[src/common/smp_pkg.sv]
package smp_pkg;

  localparam int SMP_BYTE_BITS = 8;
  localparam logic [3:0] SMP_EDGE_FIRST = 4'h0;
  localparam logic [3:0] SMP_EDGE_LAST = 4'hf;
  localparam logic [2:0] SMP_SAMPLE_LAST = 3'h7;

  // Master SCK divisors, indexed by {double_rate, rate}
  localparam int SMP_SCK_DIV [8] = '{4, 16, 64, 128, 2, 8, 32, 64};

  localparam logic SMP_ROLE_RST = 1'b0;
  localparam logic SMP_FLAG_RST = 1'b0;
  localparam logic [7:0] SMP_BYTE_RST = 8'h00;
  localparam logic [6:0] SMP_DIV_RST = 7'h00;
  // Pin order {ss_n, sck, miso, mosi}; select reads idle-high
  localparam logic [3:0] SMP_PIN_RST = 4'h8;

  typedef struct packed {
    logic irq_en;
    logic port_en;
    logic lsb_first;
    logic cpol;
    logic cpha;
    logic [1:0] rate;
    logic double_rate;
  } smp_ctrl_t;

  // One means the user configured the pin as an output
  typedef struct packed {
    logic mosi;
    logic miso;
    logic sck;
    logic ss;
  } smp_dir_t;

  typedef struct packed {
    logic transfer_done_flag;
    logic write_collision_flag;
    logic host_role_select;
  } smp_status_t;

endpackage

[src/verilog/smp_port.sv]
// Overview of operation
// - As master, writing the data register starts SCK and shifts eight bits.
// - After one master byte the clock stops and the done flag sets.
// - Done flag with interrupt enable set raises the interrupt request.
// - Master never drives slave select itself; software owns that line.
// - Data goes master to slave on MOSI, back on MISO, simultaneously.
// - Completed bytes queue in a two-entry receive buffer; a slave byte arriving while it is full is lost.
// - Deselected slave stays idle with MISO released.
// - Deselected slave accepts data writes but shifts nothing until selected.
// - Slave sets the done flag once a full byte has shifted.
// - Transmit path single buffered; no new byte until shifting ends.
// - Enabled port drives a pin only where the user direction marks it as output and the master or slave role allows it.
// - Bit order selectable, least or most significant bit first.
// - Master offers seven SCK rates including half the system clock.
// - A write collision flag protects a running transfer.
// - A completed transfer can wake the processor from idle sleep.
// - Select going high resets slave shift logic and drops partial bits.
// - Select input low in master role forces slave role and sets done.
// - Writing data during a transfer sets the write collision flag.
// - Polarity sets SCK idle level; phase picks sampling edge.
module smp_port
(
  input wire logic sys_clk,
  input wire logic rstn,
  input wire smp_pkg::smp_ctrl_t ctrl,
  input wire smp_pkg::smp_dir_t user_dir,
  input wire logic ss_user_level,
  input wire logic role_wr,
  input wire logic role_wdata,
  input wire logic wr_valid,
  input wire logic [7:0] wr_data,
  output logic wr_ready,
  output logic rx_valid,
  output logic [7:0] rx_data,
  input wire logic rx_ready,
  input wire logic state_rd,
  input wire logic irq_ack,
  output smp_pkg::smp_status_t status,
  output logic irq,
  output logic idle_wake,
  input wire logic sck_i,
  output logic sck_o,
  output logic sck_oe_n,
  input wire logic mosi_i,
  output logic mosi_o,
  output logic mosi_oe_n,
  input wire logic miso_i,
  output logic miso_o,
  output logic miso_oe_n,
  input wire logic ss_n_i,
  output logic ss_n_o,
  output logic ss_n_oe_n
);
  import smp_pkg::*;

  typedef enum logic [1:0] {
    ST_IDLE = 2'b00,
    ST_WAIT = 2'b01,
    ST_RUN = 2'b10
  } smp_state_t;

  function automatic logic [7:0] shift_in(logic [7:0] v, logic b,
                                          logic lsb);
    return lsb ? {b, v[7:1]} : {v[6:0], b};
  endfunction

  function automatic logic head(logic [7:0] v, logic lsb);
    return lsb ? v[0] : v[7];
  endfunction

  function automatic logic [6:0] half_period(smp_ctrl_t c);
    return 7'(SMP_SCK_DIV[{c.double_rate, c.rate}] / 2);
  endfunction

  logic [3:0] pin_f;
  logic ss_f;
  logic sck_f;
  logic in_bit;
  smp_state_t state_q, state_d;
  logic role_q, role_d;
  logic done_q, done_d;
  logic write_collision_flag_q, write_collision_flag_d;
  logic arm_q, arm_d;
  logic [7:0] tx_q, tx_d;
  logic [7:0] rx_q, rx_d;
  logic [3:0] edge_q, edge_d;
  logic [6:0] div_q, div_d;
  logic sck_q, sck_d;
  logic sck_prev_q;
  logic out_q, out_d;
  logic master, slave_act, mode_fault;
  logic m_tick, s_edge, sck_edge, lead, sample, setup;
  logic busy, wr_take, collide, data_acc;
  logic m_done, s_done, byte_done, fifo_in_ready;
  logic [7:0] rx_byte, rx_word;

  smp_sync u_sync (
    .sys_clk(sys_clk),
    .rstn(rstn),
    .din({ss_n_i, sck_i, miso_i, mosi_i}),
    .dout(pin_f)
  );

  assign ss_f = pin_f[3];
  assign sck_f = pin_f[2];
  // Master MISO returns on our own SCK, so it is taken without the filter lag
  assign in_bit = master ? miso_i : pin_f[0];

  assign master = ctrl.port_en & role_q;
  assign slave_act = ctrl.port_en & ~role_q & ~ss_f;
  assign mode_fault = master & ~user_dir.ss & ~ss_f;

  assign m_tick = (state_q == ST_RUN) & (div_q == half_period(ctrl) - 7'h01);
  assign s_edge = slave_act & (sck_f != sck_prev_q);
  assign sck_edge = master ? m_tick : s_edge;
  assign lead = master ? (sck_q == ctrl.cpol) : (sck_f != ctrl.cpol);
  // Sample and setup sit on opposite edges; first edge never shifts
  assign sample = sck_edge & (lead ^ ctrl.cpha);
  assign setup = sck_edge & ~(lead ^ ctrl.cpha) & (edge_q != SMP_EDGE_FIRST);

  // A deselected slave is never busy, so it takes new data
  assign busy = (state_q != ST_IDLE) | (slave_act & (edge_q != SMP_EDGE_FIRST));
  assign wr_ready = ~busy;
  assign wr_take = wr_valid & ~busy;
  assign collide = wr_valid & busy;
  assign data_acc = wr_valid | (rx_valid & rx_ready);

  assign m_done = master & m_tick & (edge_q == SMP_EDGE_LAST);
  assign s_done = sample & ~master & (edge_q[3:1] == SMP_SAMPLE_LAST);
  assign byte_done = m_done | s_done;
  assign rx_byte = shift_in(rx_q, in_bit, ctrl.lsb_first);
  assign rx_word = sample ? rx_byte : rx_q;

  // Completed bytes queue for software; a full slave queue drops the byte
  smp_fifo2 #(
    .WIDTH(SMP_BYTE_BITS),
    .DEPTH(2)
  ) u_rxbuf (
    .sys_clk(sys_clk),
    .rstn(rstn),
    .in_valid(byte_done),
    .in_ready(fifo_in_ready),
    .in_data(rx_word),
    .out_valid(rx_valid),
    .out_ready(rx_ready),
    .out_data(rx_data)
  );

  always_comb
  begin
    state_d = state_q;
    case (state_q)
      ST_IDLE:
      begin
        if (wr_take & master)
        begin
          state_d = ST_WAIT;
        end
      end
      ST_WAIT:
      begin
        // Hold off the clock while the receive queue is full
        if (fifo_in_ready)
        begin
          state_d = ST_RUN;
        end
      end
      ST_RUN:
      begin
        if (m_done)
        begin
          state_d = ST_IDLE;
        end
      end
      default:
      begin
        state_d = ST_IDLE;
      end
    endcase
    if (mode_fault | ~master)
    begin
      state_d = ST_IDLE;
    end

    div_d = (state_q == ST_RUN && !m_tick) ? div_q + 7'h01 : SMP_DIV_RST;

    if (state_q == ST_RUN)
    begin
      sck_d = m_tick ? ~sck_q : sck_q;
    end
    else
    begin
      sck_d = ctrl.cpol;
    end

    edge_d = sck_edge ? edge_q + 4'h1 : edge_q;
    if ((master && state_q != ST_RUN) || (!master && !slave_act))
    begin
      edge_d = SMP_EDGE_FIRST;
    end

    tx_d = tx_q;
    if (wr_take)
    begin
      tx_d = wr_data;
    end
    else if (setup)
    begin
      tx_d = shift_in(tx_q, 1'b0, ctrl.lsb_first);
    end

    rx_d = sample ? rx_byte : rx_q;
    if (!master && !slave_act)
    begin
      rx_d = SMP_BYTE_RST;
    end

    out_d = head(tx_d, ctrl.lsb_first);

    role_d = role_wr ? role_wdata : role_q;
    if (mode_fault)
    begin
      role_d = 1'b0;
    end

    // Clear first, so an event in the same cycle still sets
    done_d = done_q;
    write_collision_flag_d = write_collision_flag_q;
    if ((arm_q & data_acc) | irq_ack)
    begin
      done_d = 1'b0;
      write_collision_flag_d = 1'b0;
    end
    if (byte_done | mode_fault)
    begin
      done_d = 1'b1;
    end
    if (collide)
    begin
      write_collision_flag_d = 1'b1;
    end

    arm_d = arm_q;
    if (state_rd & (done_q | write_collision_flag_q))
    begin
      arm_d = 1'b1;
    end
    else if (data_acc | irq_ack)
    begin
      arm_d = 1'b0;
    end
  end

  always_ff @(posedge sys_clk or negedge rstn)
  begin
    if (!rstn)
    begin
      state_q <= ST_IDLE;
      role_q <= SMP_ROLE_RST;
      done_q <= SMP_FLAG_RST;
      write_collision_flag_q <= SMP_FLAG_RST;
      arm_q <= SMP_FLAG_RST;
      tx_q <= SMP_BYTE_RST;
      rx_q <= SMP_BYTE_RST;
      edge_q <= SMP_EDGE_FIRST;
      div_q <= SMP_DIV_RST;
      sck_q <= 1'b0;
      sck_prev_q <= 1'b0;
      out_q <= 1'b0;
    end
    else
    begin
      state_q <= state_d;
      role_q <= role_d;
      done_q <= done_d;
      write_collision_flag_q <= write_collision_flag_d;
      arm_q <= arm_d;
      tx_q <= tx_d;
      rx_q <= rx_d;
      edge_q <= edge_d;
      div_q <= div_d;
      sck_q <= sck_d;
      sck_prev_q <= sck_f;
      out_q <= out_d;
    end
  end

  assign status = '{transfer_done_flag: done_q,
                    write_collision_flag: write_collision_flag_q,
                    host_role_select: role_q};
  assign irq = done_q & ctrl.irq_en;
  assign idle_wake = irq;

  assign sck_o = sck_q;
  assign mosi_o = out_q;
  assign miso_o = out_q;
  assign ss_n_o = ss_user_level;
  assign mosi_oe_n = ~(master & user_dir.mosi);
  assign sck_oe_n = ~(master & user_dir.sck);
  assign ss_n_oe_n = ~(master & user_dir.ss);
  assign miso_oe_n = ~(slave_act & user_dir.miso);
endmodule

[src/verilog/smp_sync.sv]
module smp_sync
(
  input wire logic sys_clk,
  input wire logic rstn,
  input wire logic [3:0] din,
  output logic [3:0] dout
);
  import smp_pkg::*;

  logic [3:0] s1_q;
  logic [3:0] s2_q;
  logic [3:0] s3_q;
  logic [3:0] filt_q;
  logic [3:0] filt_d;

  // A level is taken once the second and third stages agree
  always_comb
  begin
    for (int i = 0; i < 4; i++)
    begin
      filt_d[i] = (s2_q[i] == s3_q[i]) ? s3_q[i] : filt_q[i];
    end
  end

  always_ff @(posedge sys_clk or negedge rstn)
  begin
    if (!rstn)
    begin
      s1_q <= SMP_PIN_RST;
      s2_q <= SMP_PIN_RST;
      s3_q <= SMP_PIN_RST;
      filt_q <= SMP_PIN_RST;
    end
    else
    begin
      s1_q <= din;
      s2_q <= s1_q;
      s3_q <= s2_q;
      filt_q <= filt_d;
    end
  end

  // The agreed level passes on at once to save a cycle of link latency
  assign dout = filt_d;

endmodule

[src/verilog/smp_fifo2.sv]
module smp_fifo2
#(
  parameter int WIDTH = 8,
  parameter int DEPTH = 2
)
(
  input wire logic sys_clk,
  input wire logic rstn,
  input wire logic in_valid,
  output logic in_ready,
  input wire logic [WIDTH-1:0] in_data,
  output logic out_valid,
  input wire logic out_ready,
  output logic [WIDTH-1:0] out_data
);
  import smp_pkg::*;

  localparam int AW = $clog2(DEPTH);

  logic [WIDTH-1:0] mem_q [DEPTH];
  logic [WIDTH-1:0] mem_d [DEPTH];
  logic [AW-1:0] wp_q;
  logic [AW-1:0] wp_d;
  logic [AW-1:0] rp_q;
  logic [AW-1:0] rp_d;
  logic [AW:0] cnt_q;
  logic [AW:0] cnt_d;
  logic push;
  logic pop;

  assign in_ready = (cnt_q != (AW+1)'(DEPTH));
  assign out_valid = (cnt_q != '0);
  assign out_data = mem_q[rp_q];
  assign push = in_valid & in_ready;
  assign pop = out_valid & out_ready;

  always_comb
  begin
    mem_d = mem_q;
    wp_d = wp_q;
    rp_d = rp_q;
    if (push)
    begin
      mem_d[wp_q] = in_data;
      wp_d = (wp_q == AW'(DEPTH - 1)) ? '0 : wp_q + AW'(1);
    end
    if (pop)
    begin
      rp_d = (rp_q == AW'(DEPTH - 1)) ? '0 : rp_q + AW'(1);
    end
    cnt_d = cnt_q + (AW+1)'(push) - (AW+1)'(pop);
  end

  always_ff @(posedge sys_clk or negedge rstn)
  begin
    if (!rstn)
    begin
      for (int i = 0; i < DEPTH; i++)
      begin
        mem_q[i] <= '0;
      end
      wp_q <= '0;
      rp_q <= '0;
      cnt_q <= '0;
    end
    else
    begin
      mem_q <= mem_d;
      wp_q <= wp_d;
      rp_q <= rp_d;
      cnt_q <= cnt_d;
    end
  end

endmodule

[config.mk]
export PLATFORM = sky130hd
export DESIGN_NAME = smp_port
export DESIGN_NICKNAME = d
export VERILOG_FILES = /design/src/common/smp_pkg.sv /design/src/verilog/smp_port.sv /design/src/verilog/smp_sync.sv /design/src/verilog/smp_fifo2.sv
export SDC_FILE = /design/constraint.sdc
export NUM_CORES = 1
export LEC_CHECK = 0
export ABC_AREA = 1
export ABC_CLOCK_PERIOD_IN_PS = 2300
export BUFFER_PORTS_ARGS = -buffer_cell sky130_fd_sc_hd__buf_2
export CORE_UTILIZATION = 52
export DETAILED_ROUTE_END_ITERATION = 6
export PLACE_DENSITY = 0.79
export SKIP_CTS_REPAIR_TIMING = 1
export SLEW_MARGIN = 10
export SYNTH_ARGS = -nofsm -noshare
export SYNTH_HDL_FRONTEND = slang
export SYNTH_HIERARCHICAL = 1
export SYNTH_SLANG_ARGS = --single-unit
[constraint.sdc]
create_clock -name sys_clk -period 2.3 [get_ports sys_clk]
set_clock_uncertainty 0.05 [all_clocks]
set_input_delay 0.46 -clock sys_clk [delete_from_list [all_inputs] [get_ports sys_clk]]
set_output_delay 0.46 -clock sys_clk [all_outputs]
set_load 0.005 [all_outputs]
# Yosys cells after proc, flatten, opt, wreduce, memory -nomap -nowiden
# Memory sizes are Yosys's and may differ from the RTL's.
# Index checks and enable logic that the tools add are counted.
dict set report classes {
  n_addsub 8
  magnitude_cmp 4
  eq_ne 17
  muxes 40
  bitwise_logic 51
  n_reduce_logical 19
}
# op count
set op_table {}
lappend op_table {{$mux 8} 10}
lappend op_table {{$mux 32} 2}
lappend op_table {{$and 1x1->1} 28}
lappend op_table {{$mux 1} 18}
lappend op_table {{$bwmux 16} 1}
lappend op_table {{$reduce_bool 2->1} 8}
lappend op_table {{$not 1->1} 11}
lappend op_table {{$demux 8 s1} 1}
lappend op_table {{$mux 2} 4}
lappend op_table {{$mux 4} 2}
lappend op_table {{$or 1x1->1} 8}
lappend op_table {{$add 7x1->7} 1}
lappend op_table {{$add 7x1->7 const B} 1}
lappend op_table {{$eq 7x7->1} 1}
lappend op_table {{$mux 7} 1}
lappend op_table {{$sub 7x1->7 const B} 1}
lappend op_table {{$ne 2x2->1 const B} 3}
lappend op_table {{$ne 3x2->1 const B} 2}
lappend op_table {{$pmux 2 s3} 1}
lappend op_table {{$add 4x1->4 const B} 1}
lappend op_table {{$eq 1x1->1} 4}
lappend op_table {{$eq 4x4->1 const B} 1}
lappend op_table {{$ge 2x2->1 const B} 2}
lappend op_table {{$ge 4x4->1 const B} 1}
lappend op_table {{other kinds (18)} 26}
dict set report totals {
  reg_bits 71
  mem_bits_ro 256
  in_bits 33
  elab_cells 162
  mem_count 1
}
# name words word_bits read_ports rd_ports_with_merged_regs write_ports line_no
set memory_table {}
lappend memory_table {{(name not given)} 8 32 1 0 0 smp_port.sv:72} ;# return 7'(SMP_SCK_DIV[{c.double_rate, c.rate}] / 2);

# Longest topological paths before layout
dict set report depth {
  word_depth 17
  ltp_mapped 25
  depth_no_buf 23
}

# Cells and area by module
# The synthesis kept the hierarchy.
# mod instances cells_each area_per_inst_um2 seq_area_each_um2
set by_module_without_submodules {}
lappend by_module_without_submodules {smp_port 1 330 2346.0 900.9}
lappend by_module_without_submodules {smp_fifo2 1 125 1007.2 500.5}
lappend by_module_without_submodules {smp_sync 1 32 470.5 405.4}

# Worst setup path after synthesis
# Ideal clock, no wire load.
dict set report synth_path {
  kind {input port to flip-flop}
  from {input port ctrl[2] in the netlist's numbering}
  to {register u_rxbuf.cnt_q[1]}
  setup_ps 116
  t_arrival_ps 2823
  setup_slack_ps -690
  cell_stages 24
  path_buffers 2
  path_cell_list {buf_6 nor2_2 nand2_1 ha_1 nand2_1 inv_1 nor2_1 nand2_1 nor2_1 nand3_2 nor2_2 nand3_2 nand2_4 nand2_4 inv_2 nand2_1 nand2_1 buf_4 nand2_1 ha_1 inv_1 ha_1 nand3_1 nand2_1}
}
dict set report synth_between {
  elab_chain_len 17
  elab_cells_between_ends 19
}
# element line_no
set synth_rtl {}
lappend synth_rtl {{from (decl)} smp_port.sv:25} ;# input wire smp_pkg::smp_ctrl_t ctrl,
lappend synth_rtl {{$not 3->4 (not written as such) *} smp_port.sv:72}
lappend synth_rtl {{$mem_v2 8x32 *} -}
lappend synth_rtl {{$mux 32 (not written as such) * (2 in a row)} smp_port.sv:72}
lappend synth_rtl {{$and 1x1->1 (no source line)} -}
lappend synth_rtl {{$add 7x1->7 (no source line) *} -}
lappend synth_rtl {{$sub 7x1->7 *} smp_port.sv:113} ;# assign m_tick = (state_q == ST_RUN) & (div_q == half_period(ctrl) - 7'h01);
lappend synth_rtl {{$eq 7x7->1 *} smp_port.sv:113}
lappend synth_rtl {{$and 1x1->1 *} smp_port.sv:113}
lappend synth_rtl {{$mux 1} smp_port.sv:115} ;# assign sck_edge = master ? m_tick : s_edge;
lappend synth_rtl {{$and 1x1->1} smp_port.sv:118} ;# assign sample = sck_edge & (lead ^ ctrl.cpha);
lappend synth_rtl {{$and 1x1->1 (2 in a row)} smp_port.sv:129} ;# assign s_done = sample & ~master & (edge_q[3:1] == SMP_SAMPLE_LAST);
lappend synth_rtl {{$or 1x1->1 *} smp_port.sv:130} ;# assign byte_done = m_done | s_done;
lappend synth_rtl {{via byte_done} smp_port.sv:94} ;# logic m_done, s_done, byte_done, fifo_in_ready;
lappend synth_rtl {{$and 1x1->1 *} smp_fifo2.sv:34} ;# assign push = in_valid & in_ready;
lappend synth_rtl {{$add 2x1->2 *} smp_fifo2.sv:51} ;# cnt_d = cnt_q + (AW+1)'(push) - (AW+1)'(pop);
lappend synth_rtl {{$sub 2x1->2 *} smp_fifo2.sv:51}
lappend synth_rtl {{via u_rxbuf.cnt_d[1]} smp_fifo2.sv:27} ;# logic [AW:0] cnt_d;
lappend synth_rtl {{to (signal assigned)} smp_fifo2.sv:71} ;# cnt_q <= cnt_d;
lappend synth_rtl {{to (decl)} smp_fifo2.sv:26} ;# logic [AW:0] cnt_q;
# The timed path passes the listed nets; every way through them passes the cells marked *. The select of a mux whose other input is x is not followed.
# A chain may end at the register's enable or synchronous reset.

# Final worst setup path
dict set report layout_path {
  from {input port ctrl[1] in the netlist's numbering}
  to {register u_rxbuf.cnt_q[1]}
}
# The elaborated chain is that of the path after synthesis.

==> flow_summary.json <==
{
  "routedWlPerCell_um": 11.6,
  "instances_no_fill": 651,
  "grt_pass1_wl_mm": 13.0,
  "fin_ws_ps": -189,
  "cts_tree": "yes",
  "final_core_util_pct": 65.2,
  "arrival_ps": 2680,
  "syn_nets": 518,
  "ios": 56,
  "final_cell_mix": "nand2_1, inv_1, dfrtp_1, buf_2, nor2_1",
  "clockRootBuffer": "clkbuf_8",
  "finalHoldViolCount": 0,
  "insertion_delay_ps": 350,
  "antenna_cells": 0,
  "crit_type": "input pin to flip-flop",
  "hold_ws_ps": 63.6,
  "end_kind": "flip-flop",
  "cp.required_ps": 2490,
  "dpl_cell_area_sq_um": 4210,
  "clk_pin_slew_ps": 70,
  "rows": 30,
  "coreArea_sq_um": 6830,
  "fin_area_sq_um": 4460,
  "path_max_fanout": 3,
  "cts_buffers": 9,
  "rrSetupSlack_ps": 60,
  "max_freq_mhz": 402,
  "port_buffers": 53,
  "cap_violations": 0,
  "antenna_left": 0,
  "netlist_area_sq_um": 3710,
  "grt_max_degree": 69,
  "violations": "setup timing",
  "num_vias": 3210,
  "syn_to_final_growth_pct": 20.2,
  "grt_overflow": 0,
  "cts_max_path_buffers": 2,
  "drt-pass1-iter-count": 4,
  "syn_area_per_cell_sq_um": 7.74,
  "grtUsageTotal_pct": 22.3,
  "rr_endpoint": "u_rxbuf/cnt_q[1]",
  "min_path_type": "input pin to async pin",
  "p_leak_nw": 2.46,
  "ir_drop_mv": 0.302,
  "final_common_cell": "nand2_1",
  "status": "finished, violations left",
  "fp.dieH_um": 86.4,
  "power_density_nw_per_um2": 587,
  "nFillCells": 596,
  "antenna_found_initial": 0,
  "preCtsSetupSlack_ps": -603,
  "die-area_sq_um": 7470,
  "setup_viol": 18,
  "h-tree-depth": 3,
  "ys_warn_count": 6,
  "synthCells": 479,
  "max_slew_margin_pct": 62.9,
  "worst_pin_slew_ps": 554,
  "period_needed_ps": 2490,
  "reg2reg_depth": 19,
  "place_hpwl_mm": 5.40,
  "die_w_um": 86.4,
  "fin_crit_sh_pct": 108,
  "drt-initial-drc-count": 186,
  "start_util_pct": 54.3,
  "drv_slew": 0,
  "dp.cells": 635,
  "drc": 0,
  "start_kind": "input pin",
  "fin_nets": 589,
  "rr_startpoint": "div_q[1]",
  "viasPerCell": 4.93,
  "clkSinkCount": 68,
  "globalplace.congestion": 0.836,
  "grt_pass1_vias": 3041,
  "drt-total-wl_mm": 7.57,
  "grt_setup_unrepaired": "yes",
  "final_layout_size_suffix_gt1_share_pct": 25.6
}
[through the flow]
| step | power [W] | setup TNS, ps |
|---|---|---|
| 4_1_cts | 0.00263 | -4160 |
| 3_5_place_dp | 0.00167 | -15830 |
| 3_3_place_gp | 0.00165 | -13620 |
| 2_1_floorplan | 0.00152 | -7150 |
| 5_1_grt | 0.00274 | -4600 |
| 6_report | 0.00262 | -908 |
[critical path, stage by stage]
cell	delay (ps)
buf_8	100
nor2_4	140
nand2_2	100
ha_4	280
nor2_2	40
nor2_1	120
nand2_1	80
nor2_2	110
nand3_2	90
nor2_4	100
nand3_2	80
nand2_4	80
nand2_4	50
inv_2	60
nand2_2	50
nand2_2	110
nand2_4	70
ha_4	280
inv_2	40
ha_4	150
nand3_2	50
nand2_1	50
[report_power, final]
group,switching (W),leakage (nW),internal [W]
logic,0.000218,1.47,0.000157
registers,0.0000298,0.894,0.00125
clock network,0.000430,0.0947,0.000531
total,0.000678,2.46,0.00194
[routing by layer]
metal	global-route usage [%]	routed length (um)
met1	27.8	3460
met2	37.2	3630
met3	4.10	296
met4	11.7	176
met5	0	0
[layout make-up]
cell class                 count  area, sq um  share of cell area [%]
timing repair buffer          78          485                    10.9
tap                           96          120                    2.70
multi-input combinational    317         1670                    37.5
sequential                    68         1710                    38.3
clock inverter                 2         35.0                   0.786
inverter                      76          285                    6.40
clock buffer                  14          153                    3.43
[worst max-delay path by stage]
stage                        from               end  slack, ps  depth (start not counted)
after floorplan           ctrl[2]  u_rxbuf/cnt_q[1]       -630                         25
after global placement    ctrl[2]  u_rxbuf/cnt_q[1]       -540                         24
after detailed placement  ctrl[2]  u_rxbuf/cnt_q[1]       -600                         24
after CTS                 ctrl[2]  u_rxbuf/mem_q[3]       -270                         21
after global routing      ctrl[1]  u_rxbuf/cnt_q[1]       -330                         23
final                     ctrl[1]  u_rxbuf/cnt_q[1]       -190                         22
[state kept, by name, indices dropped and copies added, names as in the netlist]
| name | flops |
|---|---|
| arm_q | 1 |
| div_q | 7 |
| done_q | 1 |
| edge_q | 4 |
| miso_o | 1 |
| role_q | 1 |
| rx_q | 8 |
| sck_o | 1 |
| sck_prev_q | 1 |
| state_q | 2 |
| tx_q | 8 |
| u_rxbuf/cnt_q | 2 |
| u_rxbuf/mem_q | 16 |
| u_rxbuf/rp_q | 1 |
| u_rxbuf/wp_q | 1 |
| u_sync/filt_q | 3 |
| u_sync/s1_q | 3 |
| u_sync/s2_q | 3 |
| u_sync/s3_q | 3 |
| write_collision_flag_q | 1 |
Note: power is estimated with default switching activity, not from simulation.
